### config.mk
export PLATFORM = sky130hd
export DESIGN_NAME = bmfc_core
export DESIGN_NICKNAME = d
export VERILOG_FILES = /design/src/include/bmfc_pkg.sv /design/src/core/bmfc_core.sv
export SDC_FILE = /design/constraint.sdc
export NUM_CORES = 1
export LEC_CHECK = 0
export BUFFER_PORTS_ARGS = -buffer_cell sky130_fd_sc_hd__buf_2
export CORE_ASPECT_RATIO = 0.9
export CORE_UTILIZATION = 30
export CTS_CLUSTER_DIAMETER = 60
export DETAILED_ROUTE_END_ITERATION = 8
export GPL_ROUTABILITY_DRIVEN = 0
export PLACE_DENSITY = 0.49
export REMOVE_ABC_BUFFERS = 1
export SLEW_MARGIN = 20
export SYNTH_ARGS = -nofsm -noshare
export SYNTH_HDL_FRONTEND = slang
export SYNTH_SLANG_ARGS = --single-unit
### constraint.sdc
create_clock -name mclk -period 11.7 [get_ports mclk]
set_clock_uncertainty 0.05 [all_clocks]
set_input_delay 0 -clock mclk [delete_from_list [all_inputs] [get_ports mclk]]
set_output_delay 0 -clock mclk [all_outputs]
set_load 0.005 [all_outputs]
### src/include/bmfc_pkg.sv
package bmfc_pkg;
  // timing at 125 MHz
  localparam int CLK_KHZ = 125000;
  localparam int HICCUP_MS = 20;
  localparam int HICCUP_CYC = HICCUP_MS * CLK_KHZ;
  localparam int CAL_DLY_NS = 1000;
  localparam int CAL_DLY_CYC = (CAL_DLY_NS * (CLK_KHZ / 1000) + 999) / 1000;
  // consecutive switching-cycle counts
  localparam int OC_RUN_DN = 3;
  localparam int OC_RUN_UP = 4;
  localparam int ZC_ENTER = 8;
  localparam int ZC_EXIT = 3;
  localparam logic [6:0] OC_STEP = 7'h08;
  localparam int LOW_DUTY_SHIFT = 3;
  localparam logic [1:0] LIM_NOM = 2'h0;
  localparam logic [1:0] LIM_MIN = 2'h3;
  // thermal, one code per degree
  localparam logic [7:0] OT_LIM_RST = 8'h91;
  localparam logic [8:0] OT_HYST = 9'h019;
  // register map
  localparam logic [7:0] ADDR_CTRL = 8'h00;
  localparam logic [7:0] ADDR_OTLIM = 8'h04;
  localparam logic [7:0] ADDR_STAT = 8'h08;
  localparam logic [7:0] ADDR_TEMP = 8'h0C;
  localparam logic [7:0] ADDR_CAL = 8'h10;
  localparam int CTRL_W = 9;
  localparam int CF_OCR = 0;
  localparam int CF_OCN = 3;
  localparam int CF_OTR = 6;
  localparam int CF_LL = 8;
  localparam int CF_CLR = 9;
  localparam logic [CTRL_W-1:0] CTRL_RST = 9'h044;

  typedef enum logic [2:0] {
    OCR_CC, OCR_PBP_LATCH, OCR_PBP_HICCUP, OCR_LATCH, OCR_HICCUP
  } bmfc_ocr_t;
  typedef enum logic [1:0] {OTR_IGNORE, OTR_INHIBIT, OTR_LATCH} bmfc_otr_t;
  typedef enum logic [1:0] {M_PWM, M_AOT_IDLE, M_AOT_ON, M_AOT_LOW} bmfc_mode_t;

  typedef struct packed {
    logic psel;
    logic penable;
    logic pwrite;
    logic [7:0] paddr;
    logic [31:0] pwdata;
  } bmfc_apb_req_t;

  typedef struct packed {
    logic cyc_tick;
    logic pwm_req;
    logic oc;
    logic zc;
    logic below_ref;
    logic below_95;
    logic power_input_voltage_ok;
    logic light_pin;
    logic analog_mode;
    logic track_n;
    logic ramp_busy;
  } bmfc_sense_t;
endpackage

### src/core/bmfc_core.sv
// Summary of operation
// - overcurrent while duty below 0.125: no extra duty limiting
// - each 3 consecutive overcurrent cycles halve duty: 0.5, 0.25, 0.125
// - stay at 0.125 until total overcurrent count hits maximum, then hiccup, or latch off when that response is selected
// - each 4 consecutive clear cycles double duty back toward nominal
// - die temperature reported at one degree per code
// - over-temperature limit 145 degrees unless software changes it
// - default thermal response drops power enable, both drives off
// - automatic restart only 25 degrees below trip limit
// - thermal response selectable: ignore, inhibit with restart, latched off
// - feed-forward disabled while input supply is below 4.7 V
// - light load allowed by pin in analog mode or command in digital
// - after reference ramp, sample error amp code, hold it, drive converter
// - enter adaptive on-time after 8 consecutive cycles with zero crossing
// - adaptive mode: fixed pulse, low side until zero, then both off
// - return to fixed frequency when output drops to 95 percent
// - return when sense below reference over 3 consecutive zero crossings
// - next adaptive pulse waits until inductor current reaches zero
// - tracking mode keeps adaptive mode off, continuous conduction only
// - no adaptive mode during ramp until fresh error amp sample held
// - pulse limiting for 8 to 64 cycles, step 8, then latch or hiccup
// - hiccup holds power enable low for 20 ms before recovery
//
// Our own choices: the APB register port and the address map.
module bmfc_core
  import bmfc_pkg::*;
#(
  parameter int CNT_W = 16,
  parameter int CAL_W = 10,
  parameter int HICCUP_CYCLES = HICCUP_CYC
) (
  input wire logic mclk,
  input wire logic arst_n,
  input wire logic clk_en,
  input wire bmfc_apb_req_t apb_req,
  output logic [31:0] prdata,
  output logic pready,
  output logic pslverr,
  input wire bmfc_sense_t sense_pins,
  input wire logic [7:0] die_temp,
  input wire logic [CAL_W-1:0] ea_code,
  output logic high_side_drive,
  output logic low_side_drive,
  output logic power_enable,
  output logic ff_enable,
  output logic [CAL_W-1:0] aot_dac
);
  localparam int HIC_W = 24;
  localparam int CD_W = $clog2(CAL_DLY_CYC + 1);
  localparam int SW = $bits(bmfc_sense_t);

  // refuse sizes the counters cannot hold
  if (CNT_W < 8 || CAL_W < 1 || CAL_W > 32 || HICCUP_CYCLES < 1 ||
      HICCUP_CYCLES >= 2 ** HIC_W) begin : g_bad_param
    $error("bmfc_core: unsupported parameter value");
  end

  function automatic logic [CNT_W-1:0] sat_inc(input logic [CNT_W-1:0] v);
    sat_inc = (&v) ? v : v + 1'b1;
  endfunction

  logic [SW-1:0] sync1_reg;
  logic [SW-1:0] sync2_reg;
  logic tick_prev_reg;
  bmfc_sense_t sn;
  logic [CTRL_W-1:0] ctrl_reg;
  logic [7:0] otlim_reg;
  logic [CNT_W-1:0] per_cnt_reg, per_reg, on_cnt_reg, on_reg, hs_cnt_reg;
  logic [1:0] lim_reg, dn_run_reg, up_run_reg, zx_run_reg;
  logic [6:0] oc_tot_reg;
  logic [HIC_W-1:0] hic_cnt_reg;
  logic oc_latch_reg, ot_hot_reg, ot_latch_reg;
  logic [CD_W-1:0] cal_dly_reg;
  logic cal_valid_reg;
  logic [2:0] zc_run_reg;
  bmfc_mode_t mode_reg, mode_next;

  // comparator pins cross in through two flops each
  always_ff @(posedge mclk or negedge arst_n) begin
    if (!arst_n) begin
      sync1_reg <= '0;
      sync2_reg <= '0;
      tick_prev_reg <= 1'b0;
    end else if (clk_en) begin
      sync1_reg <= sense_pins;
      sync2_reg <= sync1_reg;
      tick_prev_reg <= sn.cyc_tick;
    end
  end
  assign sn = bmfc_sense_t'(sync2_reg);

  // one event per switching period
  wire cyc = sn.cyc_tick & ~tick_prev_reg;

  // apb decode, one wait-free access phase
  wire setup = apb_req.psel & ~apb_req.penable;
  wire wr_fire = apb_req.psel & apb_req.penable & pready & apb_req.pwrite;
  wire hit_ctrl = apb_req.paddr == ADDR_CTRL;
  wire hit_otlim = apb_req.paddr == ADDR_OTLIM;
  wire hit_stat = apb_req.paddr == ADDR_STAT;
  wire hit_temp = apb_req.paddr == ADDR_TEMP;
  wire hit_cal = apb_req.paddr == ADDR_CAL;
  wire map_hit = hit_ctrl | hit_otlim | hit_stat | hit_temp | hit_cal;
  wire clr = wr_fire & hit_ctrl & apb_req.pwdata[CF_CLR];
  wire pwr_ok;
  wire aot_ok;
  wire [10:0] stat_bits = {aot_ok, ff_enable, cal_valid_reg, ot_latch_reg, ot_hot_reg,
    oc_latch_reg, hic_cnt_reg != '0, lim_reg, mode_reg};
  wire [31:0] rd_word = hit_ctrl ? 32'(ctrl_reg) :
                        hit_otlim ? 32'(otlim_reg) :
                        hit_stat ? 32'(stat_bits) :
                        hit_temp ? 32'(die_temp) :
                        hit_cal ? 32'(aot_dac) : '0;

  // bus answer and software registers
  always_ff @(posedge mclk or negedge arst_n) begin
    if (!arst_n) begin
      pready <= 1'b0;
      pslverr <= 1'b0;
      prdata <= '0;
      ctrl_reg <= CTRL_RST;
      otlim_reg <= OT_LIM_RST;
    end else if (clk_en) begin
      pready <= setup;
      pslverr <= setup & ~map_hit;
      if (setup) prdata <= apb_req.pwrite ? '0 : rd_word;
      if (wr_fire && hit_ctrl) ctrl_reg <= apb_req.pwdata[CTRL_W-1:0];
      if (wr_fire && hit_otlim) otlim_reg <= apb_req.pwdata[7:0];
    end
  end

  // overcurrent response decode
  wire bmfc_ocr_t ocr = bmfc_ocr_t'(ctrl_reg[CF_OCR +: 3]);
  wire [2:0] ocn = ctrl_reg[CF_OCN +: 3];
  wire pbp = ocr == OCR_CC || ocr == OCR_PBP_LATCH || ocr == OCR_PBP_HICCUP;
  wire end_latch = ocr == OCR_PBP_LATCH;
  wire imm_latch = ocr == OCR_LATCH;
  wire imm_hic = ~pbp & ~imm_latch; // codes above the table act as hiccup

  // duty measurement and limit levels
  wire [CNT_W-1:0] lim_on = per_reg >> lim_reg;
  wire low_duty = on_reg < (per_reg >> LOW_DUTY_SHIFT);
  wire oc_evt = cyc & sn.oc & pwr_ok;
  wire ok_evt = cyc & ~sn.oc & pwr_ok;
  wire [6:0] oc_tot_inc = oc_tot_reg + 7'h01;
  wire [6:0] oc_max = {1'b0, ocn, 3'h0} + OC_STEP;
  wire hold_lim = lim_reg == LIM_NOM && low_duty;
  wire step_dn = oc_evt & pbp & ~hold_lim & (lim_reg != LIM_MIN) &
    (dn_run_reg == 2'(OC_RUN_DN - 1));
  wire step_up = ok_evt & (lim_reg != LIM_NOM) &
    (up_run_reg == 2'(OC_RUN_UP - 1));
  wire pbp_done = oc_evt & pbp & (oc_tot_inc >= oc_max);
  wire oc_trip_latch = oc_evt & (imm_latch | pbp_done & end_latch);
  wire hic_start = oc_evt & (imm_hic | pbp_done & ~end_latch);

  // per-cycle overcurrent counters; a trip restarts from nominal
  always_ff @(posedge mclk or negedge arst_n) begin
    if (!arst_n) begin
      lim_reg <= LIM_NOM;
      dn_run_reg <= '0;
      up_run_reg <= '0;
      oc_tot_reg <= '0;
    end else if (clk_en) begin
      if (hic_start || oc_trip_latch || !pwr_ok) begin
        lim_reg <= LIM_NOM;
        dn_run_reg <= '0;
        up_run_reg <= '0;
        oc_tot_reg <= '0;
      end else if (oc_evt) begin
        oc_tot_reg <= oc_tot_inc;
        if (step_dn) lim_reg <= lim_reg + 2'h1;
        dn_run_reg <= (dn_run_reg == 2'(OC_RUN_DN - 1)) ? '0 : dn_run_reg + 2'h1;
        up_run_reg <= '0;
      end else if (ok_evt) begin
        dn_run_reg <= '0;
        up_run_reg <= (lim_reg == LIM_NOM || step_up) ? '0 : up_run_reg + 2'h1;
        if (step_up) lim_reg <= lim_reg - 2'h1;
        if (lim_reg == LIM_NOM) oc_tot_reg <= '0;
      end
    end
  end

  // thermal comparison, temperature plus hysteresis kept in 9 bits against overflow
  wire bmfc_otr_t otr = bmfc_otr_t'(ctrl_reg[CF_OTR +: 2]);
  wire ot_over = die_temp > otlim_reg;
  wire ot_cool = ({1'b0, die_temp} + OT_HYST) <= {1'b0, otlim_reg};
  wire ot_lat_sel = otr != OTR_IGNORE && otr != OTR_INHIBIT;
  assign pwr_ok = hic_cnt_reg == '0 && !oc_latch_reg && !ot_hot_reg && !ot_latch_reg;

  // fault holds; a new fault wins over a software clear
  always_ff @(posedge mclk or negedge arst_n) begin
    if (!arst_n) begin
      hic_cnt_reg <= '0;
      oc_latch_reg <= 1'b0;
      ot_hot_reg <= 1'b0;
      ot_latch_reg <= 1'b0;
      power_enable <= 1'b0;
      ff_enable <= 1'b0;
    end else if (clk_en) begin
      if (hic_start) hic_cnt_reg <= HIC_W'(HICCUP_CYCLES);
      else if (hic_cnt_reg != '0) hic_cnt_reg <= hic_cnt_reg - 1'b1;
      oc_latch_reg <= oc_trip_latch | (oc_latch_reg & ~clr);
      ot_hot_reg <= (otr == OTR_INHIBIT) & (ot_over | ot_hot_reg & ~ot_cool);
      ot_latch_reg <= (ot_lat_sel & ot_over) | (ot_latch_reg & ~clr);
      power_enable <= pwr_ok;
      ff_enable <= sn.power_input_voltage_ok;
    end
  end

  // calibration sample after the reference settles
  always_ff @(posedge mclk or negedge arst_n) begin
    if (!arst_n) begin
      cal_dly_reg <= CD_W'(CAL_DLY_CYC);
      cal_valid_reg <= 1'b0;
      aot_dac <= '0;
    end else if (clk_en) begin
      if (sn.ramp_busy) begin
        cal_dly_reg <= CD_W'(CAL_DLY_CYC);
        cal_valid_reg <= 1'b0;
      end else if (cal_dly_reg != '0) begin
        cal_dly_reg <= cal_dly_reg - 1'b1;
        if (cal_dly_reg == CD_W'(1)) begin
          aot_dac <= ea_code;
          cal_valid_reg <= 1'b1;
        end
      end
    end
  end

  // light-load permission; tracking pin low forbids it
  wire ll_allow = sn.analog_mode ? sn.light_pin : ctrl_reg[CF_LL];
  assign aot_ok = ll_allow & sn.track_n & cal_valid_reg & ~sn.ramp_busy;
  wire zc_evt = mode_reg == M_AOT_LOW && sn.zc;

  // mode sequencing
  always_comb begin
    mode_next = mode_reg;
    unique case (mode_reg)
      M_PWM: begin
        if (aot_ok && cyc && sn.zc && zc_run_reg == 3'(ZC_ENTER - 1)) begin
          mode_next = M_AOT_IDLE;
        end
      end
      M_AOT_IDLE: begin
        if (sn.below_ref && sn.zc) mode_next = M_AOT_ON;
      end
      M_AOT_ON: begin
        if (hs_cnt_reg >= on_reg) mode_next = M_AOT_LOW;
      end
      M_AOT_LOW: begin
        if (zc_evt && sn.below_ref && zx_run_reg == 2'(ZC_EXIT - 1)) begin
          mode_next = M_PWM;
        end else if (zc_evt) begin
          mode_next = M_AOT_IDLE;
        end
      end
    endcase
    if (mode_reg != M_PWM && (sn.below_95 || !aot_ok || !pwr_ok)) begin
      mode_next = M_PWM;
    end
  end

  // drive selection; fixed-frequency mode runs continuous conduction
  wire pwm_cut = lim_reg != LIM_NOM && hs_cnt_reg >= lim_on;
  wire hs_next = pwr_ok &
    (mode_reg == M_PWM ? sn.pwm_req & ~pwm_cut : mode_reg == M_AOT_ON);
  wire ls_next = pwr_ok & (mode_reg == M_PWM ? ~hs_next : mode_reg == M_AOT_LOW);

  // mode state and its run counters
  always_ff @(posedge mclk or negedge arst_n) begin
    if (!arst_n) begin
      mode_reg <= M_PWM;
      zc_run_reg <= '0;
      zx_run_reg <= '0;
      high_side_drive <= 1'b0;
      low_side_drive <= 1'b0;
    end else if (clk_en) begin
      mode_reg <= mode_next;
      high_side_drive <= hs_next;
      low_side_drive <= ls_next;
      if (mode_reg != M_PWM) zc_run_reg <= '0;
      else if (cyc) zc_run_reg <= (!sn.zc) ? '0 : (&zc_run_reg) ? zc_run_reg : zc_run_reg + 3'h1;
      if (mode_reg == M_PWM) zx_run_reg <= '0;
      else if (zc_evt) zx_run_reg <= sn.below_ref ? zx_run_reg + 2'h1 : '0;
    end
  end

  // period, nominal on-time and drive on-time, all in mclk cycles
  always_ff @(posedge mclk or negedge arst_n) begin
    if (!arst_n) begin
      per_cnt_reg <= '0;
      per_reg <= '0;
      on_cnt_reg <= '0;
      on_reg <= '0;
      hs_cnt_reg <= '0;
    end else if (clk_en) begin
      if (cyc) begin
        per_cnt_reg <= CNT_W'(1);
        per_reg <= per_cnt_reg;
        on_cnt_reg <= '0;
        if (mode_reg == M_PWM) on_reg <= on_cnt_reg; // adaptive width follows last pwm pulse
      end else begin
        per_cnt_reg <= sat_inc(per_cnt_reg);
        if (sn.pwm_req) on_cnt_reg <= sat_inc(on_cnt_reg);
      end
      if ((cyc && mode_reg == M_PWM) || mode_reg == M_AOT_IDLE) hs_cnt_reg <= '0;
      else if (hs_next) hs_cnt_reg <= sat_inc(hs_cnt_reg);
    end
  end
endmodule

==> impl_summary.md <==
Timing
The maximum clock frequency is 0.250 GHz. The clock period minus worst slack is approximately 4.0 ns. The final cycle utilization of the critical path is between 30% and 40%.

The final hold violation count is 0. At the pin with the least slew margin, the transition time is about 1.1 ns. Setup repair after global routing left no endpoint under its margin. In this run the tightest slew margin relative to its limit is between 20% and 30%. The max-slew violation total from the final report came to 0. The setup total negative slack is 0 ns.

Setup violations remaining at the end of the flow were counted as 0.

GRT
The global-route wire length before repair is approximately 49 mm. The via count of the first global-routing pass was around 9000. The number of antenna violations at the first check in global routing is 0. Entering global routing, the biggest net connects slightly above 90 pins. In the global route stage, overall resource usage came out at 15.1%. Summed over all layers, the global routing overflow is 0.

Clocking
The clock-pin transition on the worst setup and hold timing paths is ~0.06 ns. The clock sink count is about 200. The maximum root-to-sink buffer count is 3. TritonCTS built the clock tree. The number of H-tree levels is 1.

The worst-skew pair later-pin latency is approximately 0.54 ns. The post-CTS setup-driven buffer insertion count is 0. The number of buffers created by CTS is 28.

The root buffer selected by CTS is sky130_fd_sc_hd__clkbuf_16.

Route
The number of iterations in the first detailed-routing pass is 6. Dividing the detail-routed wire length by the instance count gives about 16 microns. For this block, the via count after detailed routing is 9169.

The number of design-rule violations left by the first detailed-router iteration is between 600 and 700. Wires add up to ~30 mm. The via density per instance is 4.87. The residual DRC count is 0. The post-detailed-route count of antenna-violating nets is 0.

Final layout
The filler-free cell count of the finished design is 1884. The most common cell after layout, fill and taps aside is sky130_fd_sc_hd__dfrtp_1. The area growth from synthesis to layout is 19.8%. The flip-flop count of the largest register after layout is 24. In the final design database the tool counted about 1500 nets. Cells with a size suffix above 1 make up ~17% of the layout. In the layout the commonest cells are sky130_fd_sc_hd__dfrtp_1 (191), sky130_fd_sc_hd__nand2_1 (145), sky130_fd_sc_hd__o21ai_0 (97), sky130_fd_sc_hd__ha_1 (84), sky130_fd_sc_hd__buf_2 (78). The repair_antennas step left the layout with diodes totalling 0.

Power and ir drop
The worst vdd rail ir drop is about 110 uV. The register share of total power is a little over two fifths. The share of power burned in combinational logic is 16.6%. The internal portion of the total power is about 1.5 mW. For this design the ratio of total power to cell area is about 150 mW/mm^2. In this run the static leakage power is 6.27 nW.

The fraction of power consumed by the clock network is 40.5%. Summing internal, switching and leakage power gives just over 2 mW. Summed over all nets, the switching power comes to 0.598 mW. The switching share of power is 29.1%.

Critical path
The startpoint-to-endpoint class of the critical path is reg2reg. The biggest fanout along the worst timing path is 29. The data arrival time of the critical path is about 4.3 ns. The required time at the worst-slack endpoint is 12.01 ns. The kind of launch point of the worst setup path is a flop. The worst setup path is captured at a flop.

Floorplan
The initial cell density of the core is 30.5%. The total die area is about 0.040 sq mm. The height of the die is 190 microns. The floorplan step defined a core boundary enclosing approximately 0.038 sq mm.

Pin placement for this block handled between 100 and 150 I/O pins. After floorplanning, the core was divided into 68 placement rows. The floorplan step set the die width to around 210 microns.

Synth
The total of warnings raised by yosys is 0. The top cell type by area accounts for about 40% of the synthesized area. The cell area that synthesis handed to floorplanning was between 0.01 and 0.015 sq mm. The sequential area share after synthesis is 43.2%. The cell count after synthesis is ~1200.

The average cell area after synthesis is approximately 9.7 sq um. The leading area contributor after synthesis is sky130_fd_sc_hd__dfrtp_1. Among all flip-flop cells after synthesis, the most frequent one is sky130_fd_sc_hd__dfrtp_1. Ranked by total cell area, the synthesized netlist is headed by sky130_fd_sc_hd__dfrtp_1 (41%), sky130_fd_sc_hd__ha_1 (9.0%), sky130_fd_sc_hd__mux2_2 (6.1%), sky130_fd_sc_hd__nand2_1 (4.6%), sky130_fd_sc_hd__o21ai_0 (4.1%). After synthesis, the netlist uses slightly below 80 different library cells.

The proportion of register bits with asynchronous set or reset after synthesis is 100%. The number of register bits inferred by synthesis is around 200. Yosys mapped a number of flops with a built-in enable equal to 0.

Placed design
The half-perimeter wire length of the detailed placement result is approximately 21 mm. In this run, placement finished with an instance count of approximately 1800. During placement, the flow inserted port buffers numbering 79.

Job
The tool flagged a number of max-cap violations equal to 0.

Hold path
The tightest min-delay check is of the in2async type.

Outcome
The flow ran to the end, and the final reports show no timing, DRC or antenna violations.
-- routing by layer --
metal	vias to the layer above	share of wire [%]	global-route usage, %
met1	4446	52	22.3
met3	44	2.9	1.73
li1	4535	-	-
met4	0	2.2	4.21
met2	144	43	23.1
met5	-	0	0
-- worst paths after layout --
kind / start / end / slack (ns) / cells after the start
max reg2reg: lim_reg[1] / hs_cnt_reg[7] / 7.70 / 12
min in group mclk: die_temp[1] / prdata[1] / 0.10 / 5
min: arst_n / on_cnt_reg[5] / 0.05 / 2
max: lim_reg[1] / hs_cnt_reg[7] / 7.70 / 12
min reg2reg: hic_cnt_reg[12] / hic_cnt_reg[12] / 0.42 / 1
max in group asynchronous: arst_n / per_reg[13] / 9.51 / 4
-- synthesized netlist by cell type, types with 4 or more instances --
| cell type | instances |
|---|---|
| sky130_fd_sc_hd__inv_1 | 74 |
| sky130_fd_sc_hd__nor4_1 | 9 |
| sky130_fd_sc_hd__dfrtp_1 | 191 |
| sky130_fd_sc_hd__a31oi_1 | 4 |
| sky130_fd_sc_hd__and2_1 | 8 |
| sky130_fd_sc_hd__nand2b_1 | 10 |
| sky130_fd_sc_hd__clkbuf_1 | 28 |
| sky130_fd_sc_hd__ha_1 | 84 |
| sky130_fd_sc_hd__a211oi_1 | 8 |
| sky130_fd_sc_hd__mux2_2 | 64 |
| sky130_fd_sc_hd__nand3_1 | 36 |
| sky130_fd_sc_hd__xnor2_1 | 25 |
| sky130_fd_sc_hd__or4_1 | 8 |
| sky130_fd_sc_hd__o211a_1 | 5 |
| sky130_fd_sc_hd__nor3_1 | 22 |
| sky130_fd_sc_hd__nor2b_1 | 10 |
| sky130_fd_sc_hd__buf_4 | 21 |
| sky130_fd_sc_hd__a21o_1 | 8 |
| sky130_fd_sc_hd__dfstp_2 | 11 |
| sky130_fd_sc_hd__o21ai_0 | 97 |
| sky130_fd_sc_hd__nand4_1 | 27 |
| sky130_fd_sc_hd__mux2i_1 | 14 |
| sky130_fd_sc_hd__a22o_1 | 7 |
| sky130_fd_sc_hd__xor2_1 | 34 |
| sky130_fd_sc_hd__nor2_1 | 71 |
| sky130_fd_sc_hd__or3_1 | 26 |
| sky130_fd_sc_hd__o31ai_1 | 5 |
| sky130_fd_sc_hd__o2111ai_1 | 5 |
| sky130_fd_sc_hd__nand2_1 | 145 |
| sky130_fd_sc_hd__and4_1 | 4 |
| sky130_fd_sc_hd__a21oi_1 | 53 |
| sky130_fd_sc_hd__and3_1 | 8 |
| sky130_fd_sc_hd__mux4_2 | 4 |
| sky130_fd_sc_hd__o41ai_1 | 5 |
| sky130_fd_sc_hd__a222oi_1 | 5 |
-- stage by stage --
step,util [%],hold WS (ns),setup WS [ns],cell area [sq um]
after detailed placement,32.8,0.0996,7.71,12600
after global routing,36.6,0.116,7.36,14100
after floorplan,-,-0.346,7.68,11500
after CTS,36.5,0.0470,7.70,14100
final,36.6,0.0481,7.70,14100
after global placement,32.8,0.0940,7.77,12600
-- cell type report --
class | instances | area [sq um]
fill | 3951 | 24400
multi-input combinational | 892 | 6150
sequential | 202 | 5070
timing repair buffer | 139 | 990
clock buffer | 43 | 828
tap | 525 | 657
inverter | 75 | 282
clock inverter | 8 | 85.1
-- critical path, cell delays in order, from the launching register on --
cell and delay (ns):
sky130_fd_sc_hd__dfrtp_1 0.79, sky130_fd_sc_hd__clkinv_1 0.57, sky130_fd_sc_hd__a21oi_1 0.27, sky130_fd_sc_hd__inv_1 0.07
sky130_fd_sc_hd__ha_1 0.26, sky130_fd_sc_hd__and2_1 0.14, sky130_fd_sc_hd__nand4_1 0.12, sky130_fd_sc_hd__or4_1 0.53
sky130_fd_sc_hd__a31o_2 0.25, sky130_fd_sc_hd__a22oi_1 0.22, sky130_fd_sc_hd__buf_4 0.31, sky130_fd_sc_hd__or3_1 0.15
sky130_fd_sc_hd__a21oi_1 0.07
-- logic make-up after synthesis --
group           share of synthesized area, %
compound gates                          12.7
xor+xnor                                4.40
fa+ha+maj                               8.95
buf+inv                                 5.12
flops                                   43.2
mux                                     8.10
other cells                           0.0319
simple gates                            17.5
-- power by group through the flow --
stage	sequential [mW]	clock (mW)	combinational, mW
3_3_place_gp	0.890	0	0.325
2_1_floorplan	0.867	0	0.229
6_report	0.882	0.833	0.341
3_5_place_dp	0.892	0	0.330
4_1_cts	0.882	0.860	0.346
5_1_grt	0.898	0.884	0.389
-- timing repair --
action	4_1_cts	5_1_grt
setup endpoints to repair	0	0
hold endpoints to repair	151	0
resized for setup	0	0
hold buffers	54	0
(Power assumes the default switching activity.)
